--- config.mk ---
export PLATFORM = sky130hd
export DESIGN_NAME = nbi_host
export DESIGN_NICKNAME = d
export VERILOG_FILES = /design/src/inc/nbi_pkg.sv /design/src/inc/nbi_strobe_if.sv /design/src/rtl/nbi_strobe_engine.sv /design/src/rtl/nbi_host.sv
export SDC_FILE = /design/constraint.sdc
export NUM_CORES = 1
export LEC_CHECK = 0
export BUFFER_PORTS_ARGS = -buffer_cell sky130_fd_sc_hd__buf_2
export CELL_PAD_IN_SITES_DETAIL_PLACEMENT = 1
export CELL_PAD_IN_SITES_GLOBAL_PLACEMENT = 1
export CORE_MARGIN = 10
export CORE_UTILIZATION = 30
export DETAILED_ROUTE_END_ITERATION = 12
export GPL_TIMING_DRIVEN = 0
export PLACE_DENSITY = 0.61
export SLEW_MARGIN = 20
export SYNTH_ARGS = -nofsm -noshare
export SYNTH_HDL_FRONTEND = slang
export SYNTH_SLANG_ARGS = --single-unit
--- constraint.sdc ---
create_clock -name i_clk -period 4.8 [get_ports i_clk]
set_clock_uncertainty 0.2 [all_clocks]
set_input_delay 0.96 -clock i_clk [delete_from_list [all_inputs] [get_ports i_clk]]
set_output_delay 0.96 -clock i_clk [all_outputs]
set_load 0.02 [all_outputs]
--- src/inc/nbi_pkg.sv ---
// package: constants, types and address packing for the nand bus host
package nbi_pkg;

  localparam int unsigned CLK_MHZ        = 50;
  localparam int unsigned CLK_NS         = 20;
  // strobe phase times in ns, and cycles derived from them (least times round up)
  localparam int unsigned T_SETUP_NS     = 20;
  localparam int unsigned T_PULSE_NS     = 20;
  localparam int unsigned T_HOLD_NS      = 20;
  localparam int unsigned T_EDO_RC_NS    = 30;
  localparam logic [3:0]  SETUP_CYC      = 4'((T_SETUP_NS + CLK_NS - 1) / CLK_NS);
  localparam logic [3:0]  PULSE_CYC      = 4'((T_PULSE_NS + CLK_NS - 1) / CLK_NS);
  localparam logic [3:0]  HOLD_CYC       = 4'((T_HOLD_NS + CLK_NS - 1) / CLK_NS);
  localparam int unsigned RC_CYC         = 2 * ((T_PULSE_NS + CLK_NS - 1) / CLK_NS);
  // read cycle of at least the edo threshold lets data be taken on the rising read strobe
  localparam logic        SAMPLE_ON_RISE = 1'(RC_CYC * CLK_NS >= T_EDO_RC_NS);
  // busy may show up a while after the last strobe; the guard also covers the two sync stages
  localparam int unsigned T_WB_NS        = 100;
  localparam logic [3:0]  WB_CYC         = 4'((T_WB_NS + CLK_NS - 1) / CLK_NS + 2);

  // bus operation kinds
  typedef enum logic [1:0] {
    NBI_OP_CMD  = 2'h0,
    NBI_OP_ADDR = 2'h1,
    NBI_OP_WR   = 2'h2,
    NBI_OP_RD   = 2'h3
  } nbi_op_t;

  // strobe phase machine, gray coded along idle-setup-pulse-hold
  typedef enum logic [1:0] {
    NBI_ST_IDLE  = 2'b00,
    NBI_ST_SETUP = 2'b01,
    NBI_ST_PULSE = 2'b11,
    NBI_ST_HOLD  = 2'b10
  } nbi_state_t;

  localparam logic [7:0] CMD_READ_MODE   = 8'h00;
  localparam logic [7:0] CMD_STATUS      = 8'h70;
  localparam logic [7:0] CMD_ADDR_STATUS = 8'h78;
  localparam logic [7:0] STATUS_WP_ABORT = 8'h60;

  localparam int unsigned ADDR_CYCLES    = 5;
  localparam logic [2:0]  ADDR_LAST      = 3'h4;

  // address fields
  typedef struct packed {
    logic [12:0] column;
    logic [5:0]  page;
    logic [18:0] block;
  } nbi_addr_t;

  // byte of one address cycle; x16 narrows column and zeroes illegal bits
  function automatic logic [7:0] nbi_addr_byte(input nbi_addr_t a,
                                               input logic [2:0] idx,
                                               input logic x16,
                                               input logic dual_die);
    logic [12:0] col;
    logic [7:0]  b;
    col = a.column;
    b   = 8'h00;
    if (x16) begin
      col[12] = 1'b0;
      if (col[11]) col[10:7] = 4'h0;
    end else if (col[12]) begin
      col[11:8] = 4'h0;
    end
    case (idx)
      3'h0: b = col[7:0];
      3'h1: b = {3'b000, col[12:8]};
      3'h2: b = {a.block[7:6], a.page};
      3'h3: b = a.block[15:8];
      3'h4: b = {5'b0_0000, dual_die & a.block[18], a.block[17:16]};
      default: b = 8'h00;
    endcase
    return b;
  endfunction

endpackage

--- src/inc/nbi_strobe_if.sv ---
// interface: one strobe request between sequencer and timing engine
`timescale 1ns/1ps
interface nbi_strobe_if;
  import nbi_pkg::*;
  logic        req;
  nbi_op_t     op;
  logic [15:0] wdata;
  logic        done;
  logic [15:0] rdata;
  modport seq (output req, output op, output wdata, input done, input rdata);
  modport eng (input req, input op, input wdata, output done, output rdata);
endinterface

--- src/rtl/nbi_strobe_engine.sv ---
// strobe timing engine: drives one command, address or data bus cycle
`timescale 1ns/1ps
module nbi_strobe_engine
  import nbi_pkg::*;
(
  input  wire logic  i_clk,
  input  wire logic  i_rst,
  nbi_strobe_if.eng  s,
  input  wire logic  i_x16,
  input  wire logic  i_abort,
  input  wire logic [15:0] i_io,
  output logic       o_cle,
  output logic       o_ale,
  output logic       o_write_strobe_n,
  output logic       o_read_strobe_n,
  output logic [15:0] o_io,
  output logic       o_io_oe
);

  nbi_state_t state;
  logic [3:0] cnt;
  nbi_op_t    op;

  always_ff @(posedge i_clk) begin
    if (i_rst || i_abort) begin
      state <= NBI_ST_IDLE;
      cnt   <= 4'h0;
      op    <= NBI_OP_CMD;
    end else begin
      case (state)
        NBI_ST_IDLE: begin
          if (s.req) begin
            op    <= s.op;
            cnt   <= SETUP_CYC;
            state <= NBI_ST_SETUP;
          end
        end
        NBI_ST_SETUP: begin
          if (cnt <= 4'h1) begin
            cnt   <= PULSE_CYC;
            state <= NBI_ST_PULSE;
          end else begin
            cnt <= cnt - 4'h1;
          end
        end
        NBI_ST_PULSE: begin
          if (cnt <= 4'h1) begin
            cnt   <= HOLD_CYC;
            state <= NBI_ST_HOLD;
          end else begin
            cnt <= cnt - 4'h1;
          end
        end
        NBI_ST_HOLD: begin
          if (cnt <= 4'h1) state <= NBI_ST_IDLE;
          else cnt <= cnt - 4'h1;
        end
        default: state <= NBI_ST_IDLE;
      endcase
    end
  end

  // pins; latch lines held for the whole cycle, never both high
  always_ff @(posedge i_clk) begin
    if (i_rst || i_abort) begin
      o_cle            <= 1'b0;
      o_ale            <= 1'b0;
      o_write_strobe_n <= 1'b1;
      o_read_strobe_n  <= 1'b1;
      o_io             <= 16'h0000;
      o_io_oe          <= 1'b0;
    end else if (state == NBI_ST_IDLE && s.req) begin
      o_cle   <= (s.op == NBI_OP_CMD);
      o_ale   <= (s.op == NBI_OP_ADDR);
      o_io_oe <= (s.op != NBI_OP_RD);
      // upper byte zero for command and address cycles
      if (s.op == NBI_OP_WR && i_x16) o_io <= s.wdata;
      else o_io <= {8'h00, s.wdata[7:0]};
    end else if (state == NBI_ST_SETUP && cnt <= 4'h1) begin
      // read strobe falls for reads, write strobe for all other ops
      if (op == NBI_OP_RD) o_read_strobe_n <= 1'b0;
      else o_write_strobe_n <= 1'b0;
    end else if (state == NBI_ST_PULSE && cnt <= 4'h1) begin
      o_write_strobe_n <= 1'b1;
      o_read_strobe_n  <= 1'b1;
    end else if (state == NBI_ST_HOLD && cnt <= 4'h1) begin
      o_cle   <= 1'b0;
      o_ale   <= 1'b0;
      o_io_oe <= 1'b0;
    end
  end

  // read data sampled at the end of the pulse, as the read strobe rises
  always_ff @(posedge i_clk) begin
    if (i_rst) begin
      s.rdata <= 16'h0000;
    end else if (op == NBI_OP_RD && state == NBI_ST_PULSE && cnt <= 4'h1) begin
      s.rdata <= i_x16 ? i_io : {8'h00, i_io[7:0]};
    end
  end

  assign s.done = (state == NBI_ST_HOLD) && (cnt <= 4'h1);

  // edo: sampling on the next falling edge is not used; this clock gives a long read cycle
  logic unused_edo;
  assign unused_edo = SAMPLE_ON_RISE;

endmodule

--- src/rtl/nbi_host.sv ---
// host controller for the nand asynchronous bus: command, address, data sequences
`timescale 1ns/1ps
// How it works
// - five address cycles, x8 single-die layout
// - column bit 12 set forces 11..8 zero
// - x16: upper byte low, column 11..0 rules
// - commands and addresses on low byte only
// - x16 upper byte zero during commands
// - bits outside address space driven low
// - data on 8 or 16 lines by width
// - sample edge fixed at the rising read strobe
// - read-mode command after addressed status read left to software
module nbi_host
  import nbi_pkg::*;
(
  input  wire logic        i_clk,
  input  wire logic        i_rst,
  // configuration
  input  wire logic        i_x16,
  input  wire logic        i_dual_die,
  input  wire logic        i_write_enable,
  // request port
  input  wire logic        i_req_valid,
  output logic             o_req_ready,
  input  wire logic        i_has_cmd1,
  input  wire logic [7:0]  i_cmd1,
  input  wire logic [2:0]  i_addr_cycles,
  input  wire logic [12:0] i_column,
  input  wire logic [5:0]  i_page,
  input  wire logic [18:0] i_block,
  input  wire logic        i_has_cmd2,
  input  wire logic [7:0]  i_cmd2,
  input  wire logic        i_data_dir_rd,
  input  wire logic [11:0] i_data_count,
  input  wire logic        i_wait_ready,
  // write data stream
  input  wire logic [15:0] i_wdata,
  output logic             o_wdata_ready,
  // read data stream
  output logic [15:0]      o_rdata,
  output logic             o_rdata_valid,
  output logic             o_done,
  output logic             o_busy,
  // nand pins
  output logic             o_chip_enable_n,
  output logic             o_cle,
  output logic             o_ale,
  output logic             o_write_strobe_n,
  output logic             o_read_strobe_n,
  output logic             o_write_protect_n,
  input  wire logic [15:0] i_io,
  output logic [15:0]      o_io,
  output logic             o_io_oe,
  input  wire logic        i_ready_busy_n
);

  typedef enum logic [2:0] {
    NBI_SQ_IDLE = 3'b000,
    NBI_SQ_CMD1 = 3'b001,
    NBI_SQ_ADDR = 3'b011,
    NBI_SQ_CMD2 = 3'b010,
    NBI_SQ_WAIT = 3'b110,
    NBI_SQ_DATA = 3'b111,
    NBI_SQ_END  = 3'b101
  } nbi_seq_t;

  nbi_strobe_if st ();

  nbi_seq_t    sq;
  logic        issued;
  logic [2:0]  acnt;
  logic [11:0] dcnt;
  nbi_addr_t   addr;
  logic [7:0]  cmd1;
  logic [7:0]  cmd2;
  logic        has_cmd2;
  logic        rd;
  logic [2:0]  ncyc;
  logic        wait_rdy;
  logic        rb_q;
  logic        rb_q2;
  logic [3:0]  wcnt;

  ////////////////////////////////////////////////////////////////////////////////
  // ready/busy is asynchronous; two stages synchronise it
  always_ff @(posedge i_clk) begin
    if (i_rst) begin
      rb_q  <= 1'b0;
      rb_q2 <= 1'b0;
    end else begin
      rb_q  <= i_ready_busy_n;
      rb_q2 <= rb_q;
    end
  end

  // write protect follows software; low rejects program and erase
  always_ff @(posedge i_clk) begin
    if (i_rst) o_write_protect_n <= 1'b0;
    else o_write_protect_n <= i_write_enable;
  end

  ////////////////////////////////////////////////////////////////////////////////
  // request capture
  always_ff @(posedge i_clk) begin
    if (i_rst) begin
      addr     <= '0;
      cmd1     <= 8'h00;
      cmd2     <= 8'h00;
      has_cmd2 <= 1'b0;
      rd       <= 1'b0;
      ncyc     <= 3'h0;
      wait_rdy <= 1'b0;
    end else if (sq == NBI_SQ_IDLE && i_req_valid) begin
      addr     <= '{column: i_column, page: i_page, block: i_block};
      cmd1     <= i_cmd1;
      cmd2     <= i_cmd2;
      has_cmd2 <= i_has_cmd2;
      rd       <= i_data_dir_rd;
      ncyc     <= (i_addr_cycles > 3'(ADDR_CYCLES)) ? 3'(ADDR_CYCLES) : i_addr_cycles;
      wait_rdy <= i_wait_ready;
    end
  end

  ////////////////////////////////////////////////////////////////////////////////
  // sequencer
  always_ff @(posedge i_clk) begin
    if (i_rst) begin
      sq     <= NBI_SQ_IDLE;
      issued <= 1'b0;
      acnt   <= 3'h0;
      dcnt   <= 12'h000;
      wcnt   <= WB_CYC;
    end else begin
      if (st.req) issued <= 1'b1;
      if (st.done) issued <= 1'b0;
      // guard counts down only while waiting, reloads everywhere else
      if (sq == NBI_SQ_WAIT) wcnt <= (wcnt != 4'h0) ? wcnt - 4'h1 : 4'h0;
      else wcnt <= WB_CYC;
      case (sq)
        NBI_SQ_IDLE: begin
          if (i_req_valid) begin
            acnt <= 3'h0;
            dcnt <= i_data_count;
            if (i_has_cmd1) sq <= NBI_SQ_CMD1;
            else if (i_addr_cycles != 3'h0) sq <= NBI_SQ_ADDR;
            else if (i_has_cmd2) sq <= NBI_SQ_CMD2;
            else sq <= NBI_SQ_WAIT;
          end
        end
        NBI_SQ_CMD1: begin
          if (st.done) begin
            if (ncyc != 3'h0) sq <= NBI_SQ_ADDR;
            else if (has_cmd2) sq <= NBI_SQ_CMD2;
            else sq <= NBI_SQ_WAIT;
          end
        end
        NBI_SQ_ADDR: begin
          if (st.done) begin
            acnt <= acnt + 3'h1;
            if (acnt + 3'h1 >= ncyc || acnt == ADDR_LAST) begin
              sq <= has_cmd2 ? NBI_SQ_CMD2 : NBI_SQ_WAIT;
            end
          end
        end
        NBI_SQ_CMD2: begin
          if (st.done) sq <= NBI_SQ_WAIT;
        end
        NBI_SQ_WAIT: begin
          // busy die ignores data output except status; wait for ready
          // ready seen before the guard may predate the busy edge; not trusted
          if (!wait_rdy || (wcnt == 4'h0 && rb_q2)) begin
            sq <= (dcnt != 12'h000) ? NBI_SQ_DATA : NBI_SQ_END;
          end
        end
        NBI_SQ_DATA: begin
          if (st.done) begin
            dcnt <= dcnt - 12'h001;
            if (dcnt == 12'h001) sq <= NBI_SQ_END;
          end
        end
        NBI_SQ_END: sq <= NBI_SQ_IDLE;
        default: sq <= NBI_SQ_IDLE;
      endcase
    end
  end

  ////////////////////////////////////////////////////////////////////////////////
  // strobe requests; status commands 70h/78h may be sent to a busy die
  // software must send read-mode after an addressed status read
  always_comb begin
    st.req   = 1'b0;
    st.op    = NBI_OP_CMD;
    st.wdata = 16'h0000;
    if (!issued && !st.done) begin
      case (sq)
        NBI_SQ_CMD1: begin
          st.req   = 1'b1;
          st.wdata = {8'h00, cmd1};
        end
        NBI_SQ_ADDR: begin
          st.req   = 1'b1;
          st.op    = NBI_OP_ADDR;
          // plane bit passed through, die bit only when dual
          st.wdata = {8'h00, nbi_addr_byte(addr, acnt, i_x16, i_dual_die)};
        end
        NBI_SQ_CMD2: begin
          st.req   = 1'b1;
          st.wdata = {8'h00, cmd2};
        end
        NBI_SQ_DATA: begin
          st.req   = 1'b1;
          st.op    = rd ? NBI_OP_RD : NBI_OP_WR;
          st.wdata = i_wdata;
        end
        default: st.req = 1'b0;
      endcase
    end
  end

  nbi_strobe_engine u_engine (
    .i_clk            (i_clk),
    .i_rst            (i_rst),
    .s                (st.eng),
    .i_x16            (i_x16),
    .i_abort          (1'b0),
    .i_io             (i_io),
    .o_cle            (o_cle),
    .o_ale            (o_ale),
    .o_write_strobe_n (o_write_strobe_n),
    .o_read_strobe_n  (o_read_strobe_n),
    .o_io             (o_io),
    .o_io_oe          (o_io_oe)
  );

  ////////////////////////////////////////////////////////////////////////////////
  // chip enable low only inside a sequence; raising it lets the die stand by
  always_ff @(posedge i_clk) begin
    if (i_rst) o_chip_enable_n <= 1'b1;
    else if (sq == NBI_SQ_IDLE && i_req_valid) o_chip_enable_n <= 1'b0;
    else if (sq == NBI_SQ_END) o_chip_enable_n <= 1'b1;
  end

  // outputs to the user
  always_ff @(posedge i_clk) begin
    if (i_rst) begin
      o_rdata       <= 16'h0000;
      o_rdata_valid <= 1'b0;
      o_done        <= 1'b0;
    end else begin
      o_rdata_valid <= (sq == NBI_SQ_DATA) && rd && st.done;
      if ((sq == NBI_SQ_DATA) && rd && st.done) o_rdata <= st.rdata;
      o_done <= (sq == NBI_SQ_END);
    end
  end

  assign o_req_ready   = (sq == NBI_SQ_IDLE);
  assign o_wdata_ready = (sq == NBI_SQ_DATA) && !rd && st.done;
  assign o_busy        = (sq != NBI_SQ_IDLE);

endmodule

==> results.sh, run 1 <==
export IMPL_postRouteWirelength_um=23100
export IMPL_post_cts_buffers=0
export IMPL_critical_path_max_stage_delay_ns=0.45
export IMPL_syn_mean_instance_area_um2=7.97
export IMPL_finalHoldViolCount=0
export IMPL_status="complete, no violations"
export IMPL_synth_top_cell_area_share_pct=46.1
export IMPL_synth_top_cell_by_area="dfxtp_1"
export IMPL_ir_drop_mv=0.223
export IMPL_routabilityCongestion=0.825
export IMPL_cts_tree="yes"
export IMPL_cp_top_family="buffers and inverters"
export IMPL_dp_hpwl_um=17300
export IMPL_rsz0062_at_grt="no"
export IMPL_initial_core_util_pct=30.7
export IMPL_ys_ff_latch=144
export IMPL_yosys_warnings=0
export IMPL_hold_ws_ns=0.242
export IMPL_async_flop_share_pct=0
export IMPL_final_setup_tns_ns=0
export IMPL_crit_type="flip-flop to primary output"
export IMPL_root_buffer="clkbuf_16"
export IMPL_hold_buffers=0
export IMPL_crit_slowest_cell="nand3_1"
export IMPL_synth_edff_count=0
export IMPL_wl_per_cell_um=18.7
export IMPL_synth_cell_types=59
export IMPL_insertion_delay_ns=0.42
export IMPL_power_density_nw_per_um2=548
export IMPL_die_area_um2=27000
export IMPL_path_cells="clkbuf_1 -> nand3_1 -> clkbuf_1 -> nor3_1 -> buf_2"
export IMPL_grt_usage_pct=17.2
export IMPL_remaining_drc_errors=0
export IMPL_critPathBufInv=3
export IMPL_num_rows=52
export IMPL_seq_area_frac_synth_pct=46.1
export IMPL_port_buffers=148
export IMPL_finalSetupViolations=0
export IMPL_diodes=0
export IMPL_cp_start_kind="flip-flop"
export IMPL_vias=6176
export IMPL_layout_drive_gt1_share_pct=20.6
export IMPL_finalCriticalPeriod_ns=3.42
export IMPL_die_height_um=164
export IMPL_synth_nets=910
export IMPL_syn_area_um2=6250
export IMPL_die_w_um=164
export IMPL_total_power_mw=4.34
export IMPL_syn2layout_area_growth_pct=26.6
export IMPL_viasPerCell=5.00
export IMPL_cp_required_ns=3.64
export IMPL_synth_area_top_cells="dfxtp_1, nand2_1, a21oi_1"
export IMPL_cpMostUsedCell="clkbuf_1"
export IMPL_antenna_found_initial=1
export IMPL_slew_violations=0
export IMPL_finalNetCount=1077
export IMPL_core_area_um2=20400
export IMPL_grt_max_degree=17
export IMPL_ctsResizeCount=0
export IMPL_nFillCells=2530
export IMPL_drv_cap=0
export IMPL_grt_pass1_wl_um=36400
export IMPL_min_path_type="flip-flop to flip-flop"
export IMPL_grt_ovfl_total=0
export IMPL_max_freq_ghz=0.292
export IMPL_clk_pin_slew_worst_paths_ns=0.07
export IMPL_cts_sinks=144
export IMPL_cp_max_fo=10
export IMPL_fin_util_pct=38.8
export IMPL_period_share_pct=71.2
export IMPL_leakagePower_nw=3.12
export IMPL_antenna_left=0
export IMPL_critPathArrivalTime_ns=2.26
export IMPL_clockBufferDepth=2
export IMPL_fin_ws_ns=1.38
export IMPL_dp_slack_ns=1.65
export IMPL_synth_cells=784
export IMPL_worstSetupEndpointType="primary output"
export IMPL_grt_pass1_vias=6499
export IMPL_drtPass1Iterations=6
export IMPL_pin_count=156
export IMPL_synthFlopType="dfxtp_1"
export IMPL_max_slew_margin_pct=34.8
export IMPL_worst_pin_slew_ns=0.970
export IMPL_h_tree_depth=4
export IMPL_drt_initial_drc_count=248
export IMPL_cts_buffers=17
cell families after synthesis:
group | synth area share [%]
compound gates | 21.9
xor+xnor | 0.420
fa+ha+maj | 2.80
buf+inv | 4.64
flops | 46.1
mux | 0.681
simple gates | 23.4
placed cells by master (no fill, tap or decap), types with 3 or more instances in the layout:
master      count
inv_6           4
nor3b_1         3
nor4_1          5
clkinv_4        3
a211oi_1       11
o21a_1          3
nor3_1         14
a31oi_1         4
o31ai_1         3
o21ai_0        21
a21oi_1       118
nor2_1         55
o211ai_1        3
a222oi_1        7
a221oi_1        5
clkbuf_1       46
a22o_1         10
nand2b_1        4
nand3b_1        4
or4_1           3
clkbuf_16      17
and3_1          3
dfxtp_1       144
clkinvlp_4      5
inv_1          19
ha_1           14
nand2_1       189
nor2b_1         9
nand4_1         3
xor2_1          3
nand3_1        24
buf_2         152
a22oi_1        14
layer usage:
layer	global-route usage [%]	vias up	part of all wire [%]
li1	-	3066	-
met1	22.2	2953	46
met2	28.1	139	48
met3	4.48	16	5.1
met4	3.86	2	0.88
met5	0	-	0.030
cells in the mapped netlist (all sizes together) (9+ instances only):
| cell type | number |
|---|---|
| a22o | 10 |
| clkbuf | 45 |
| o21ai | 22 |
| nor3 | 15 |
| nand2 | 189 |
| inv | 19 |
| nor2 | 55 |
| nor2b | 9 |
| ha | 14 |
| a211oi | 12 |
| dfxtp | 144 |
| a21oi | 118 |
| nand3 | 24 |
| a22oi | 14 |
stage by stage:
step                      cells  instance area, µm²
after floorplan             784                6250
after global placement     1202                7330
after detailed placement   1202                7340
after CTS                  1234                7910
after global routing       1234                7910
final                      1234                7910
registers in the layout, indices dropped and copies added, names as in the netlist, 3 cells and up:
name,cells
u_engine.s.rdata,16
acnt,3
ncyc,3
sq,3
cmd1,8
wcnt,4
cmd2,8
u_engine.o_io,16
o_rdata,16
dcnt,12
u_engine.cnt,4
addr,32
worst paths after layout:
check / start / end / slack [ns] / depth (start not counted)
setup / recovery: sq[1] / o_wdata_ready / 1.38 / 5
hold reg to reg: rb_q / rb_q2 / 0.24 / 1
hold / removal: rb_q / rb_q2 / 0.24 / 1
setup reg to reg: acnt[2] / u_engine.o_io[4] / 1.63 / 7
area by class of cell:
class	instances	area, µm²	area share, %
timing repair buffer	148	741	9.36
clock buffer	19	443	5.60
inverter	19	71.3	0.901
multi-input combinational	569	3090	39.0
clock inverter	13	129	1.63
tap	270	338	4.27
sequential	144	2880	36.4
buffer	52	219	2.77
power breakdown:
part | internal, mW | switching (mW) | leakage, nW | total [mW]
Combinational | 0.495 | 0.995 | 1.68 | 1.49
Clock | 0.736 | 0.571 | 0.263 | 1.31
Sequential | 1.40 | 0.142 | 1.17 | 1.54
(Power assumes the default switching activity.)
==> run 2, diff against run 1 <==
--- a/config.mk
+++ b/config.mk
@@ -12,7 +12,7 @@
 export CORE_UTILIZATION = 30
 export DETAILED_ROUTE_END_ITERATION = 12
 export GPL_TIMING_DRIVEN = 0
-export PLACE_DENSITY = 0.61
+export PLACE_DENSITY = 0.64
 export SLEW_MARGIN = 20
 export SYNTH_ARGS = -nofsm -noshare
 export SYNTH_HDL_FRONTEND = slang
==> constraint.sdc (replaced) <==
create_clock -name i_clk -period 3.12 [get_ports i_clk]
set_clock_uncertainty 0.2 [all_clocks]
set_input_delay 0.624 -clock i_clk [delete_from_list [all_inputs] [get_ports i_clk]]
set_output_delay 0.624 -clock i_clk [all_outputs]
set_load 0.02 [all_outputs]
==> run 2 against run 1 <==
Sequential power is 54% higher. Sequential share of layout area shrank 0.19 points. Utilization is 0.21 points higher. First-iteration DRC count is 11% higher. Sequential cell count stayed put. Clock-buffer cell count grew 1. Worst hold slack worse by 0.020 ns. Combinational power grew 52%. Die area stayed put. Clock power rose by 61%. Power up 56%.
==> results.sh, run 2 (same netlist as run 1, synthesis figures left out) <==
export IMPL_leakagePower_nw=3.15
export IMPL_multiInputGateArea_um2=3100
export IMPL_routabilityCongestion=0.840
export IMPL_finalCriticalPeriod_ns=2.89
export IMPL_critPathBufInv=3
export IMPL_fin_ws_ns=0.231
export IMPL_final_setup_tns_ns=0
export IMPL_cp_max_fo=10
export IMPL_crit_slowest_cell="clkbuf_1"
export IMPL_initial_core_util_pct=30.7
export IMPL_worst_pin_slew_ns=0.999
export IMPL_critical_path_max_stage_delay_ns=0.35
export IMPL_postRouteWirelength_um=22900
export IMPL_die_area_um2=27000
export IMPL_grt_ovfl_total=0
export IMPL_pin_count=156
export IMPL_slew_violations=0
export IMPL_dp_hpwl_um=17200
export IMPL_viasPerCell=5.00
export IMPL_drt_initial_drc_count=276
export IMPL_r2r_start="sq[1]"
export IMPL_final_common_cell="nand2_1"
export IMPL_final_cell_count_no_fill=1235
export IMPL_grt_pass1_wl_um=35700
export IMPL_vias=6181
export IMPL_fin_util_pct=39.1
export IMPL_drv_cap=0
export IMPL_antenna_left=0
export IMPL_cp_start_kind="flip-flop"
export IMPL_ir_drop_mv=0.362
export IMPL_core_area_um2=20400
export IMPL_cts_buffers=17
export IMPL_whs_path_depth=2
export IMPL_seq_area_um2=2880
export IMPL_grt_pass1_vias=6533
export IMPL_clockBufferDepth=2
export IMPL_total_power_mw=6.75
export IMPL_antenna_found_initial=2
export IMPL_cts_sinks=144
export IMPL_holdCritStartpoint="i_write_enable"
export IMPL_critPathArrivalTime_ns=2.07
export IMPL_insertion_delay_ns=0.42
export IMPL_cp_top_family="buffers and inverters"
export IMPL_path_depth=5
export IMPL_path_cells="clkbuf_1 -> nand3_2 -> clkbuf_1 -> nor3_2 -> buf_2"
export IMPL_max_slew_margin_pct=33.2
export IMPL_drtPass1Iterations=5
export IMPL_dp_slack_ns=0.113
export IMPL_r2r_end="u_engine.o_io[10]"
export IMPL_syn2layout_area_growth_pct=27.2
export IMPL_largest_register="addr"
export IMPL_crit_type="flip-flop to primary output"
export IMPL_port_buffers=148
export IMPL_remaining_drc_errors=0
export IMPL_finalNetCount=1076
export IMPL_nFillCells=2547
export IMPL_cts_tree="yes"
export IMPL_finalSetupViolations=0
export IMPL_die_w_um=164
export IMPL_r2r_setup_slack_ns=0.33
export IMPL_final_cell_mix="nand2_1, buf_2, dfxtp_1"
export IMPL_wl_per_cell_um=18.6
export IMPL_finalHoldViolCount=0
export IMPL_power_density_nw_per_um2=849
export IMPL_worstSetupEndpointType="primary output"
export IMPL_grt_max_degree=17
export IMPL_min_path_type="input port to flip-flop"
export IMPL_min_to="o_write_protect_n"
export IMPL_status="complete, no violations"
export IMPL_cp_required_ns=2.30
export IMPL_num_rows=52
export IMPL_max_freq_ghz=0.346
export IMPL_grt_usage_pct=16.8
export IMPL_root_buffer="clkbuf_16"
export IMPL_period_share_pct=92.6
export IMPL_r2r_cells=6
export IMPL_clk_pin_slew_worst_paths_ns=0.06
export IMPL_largest_reg_flops=32
export IMPL_dp_cells=1202
export IMPL_rsz0062_at_grt="no"
export IMPL_die_height_um=164
export IMPL_h_tree_depth=4
export IMPL_layout_drive_gt1_share_pct=20.9
export IMPL_cpMostUsedCell="clkbuf_1"
run 2: what timing repair did:
item,in CTS,in global routing
gates resized for setup,1,4
endpoints found under the setup margin,1,12
buffers inserted,0,0
hold buffers,0,0
run 2: worst max-delay path by stage:
| stage | slack, ns | from | to |
|---|---|---|---|
| after floorplan | 0.62 | u_engine.cnt[2] | o_wdata_ready |
| after global placement | 0.07 | u_engine.cnt[0] | u_engine.o_cle |
| after detailed placement | 0.11 | acnt[2] | u_engine.o_io[6] |
| after CTS | 0.08 | acnt[2] | u_engine.o_io[4] |
| after global routing | 0.05 | u_engine.cnt[0] | u_engine.o_cle |
| final | 0.23 | sq[1] | o_wdata_ready |
run 2: where the power goes:
part / internal [mW] / switching [mW] / leakage, nW
Clock: 1.27 / 0.842 / 0.289
Combinational: 0.761 / 1.51 / 1.69
Sequential: 2.15 / 0.220 / 1.17
run 2: layout make-up:
cell class                 count  share of cell area [%]
tap                          270                    4.25
clock buffer                  20                    5.49
clock inverter                12                    2.01
sequential                   144                    36.2
inverter                      19                   0.897
buffer                        51                    2.72
timing repair buffer         148                    9.31
multi-input combinational    569                    39.0
antenna                        2                  0.0629
run 2: layer usage:
layer	GRT usage (%)	share of wire (%)	vias up
met5	0	0	-
met4	4.91	1.4	0
met3	4.08	4.0	19
met2	28.3	49	115
met1	20.9	45	2976
li1	-	-	3071
run 2: stage by stage:
step | cell area [µm²] | hold slack, ns
global placement | 7330 | 0.219
global route | 7950 | 0.234
CTS | 7930 | 0.204
detailed placement | 7330 | 0.237
floorplan | 6250 | 0.214
finish | 7950 | 0.221
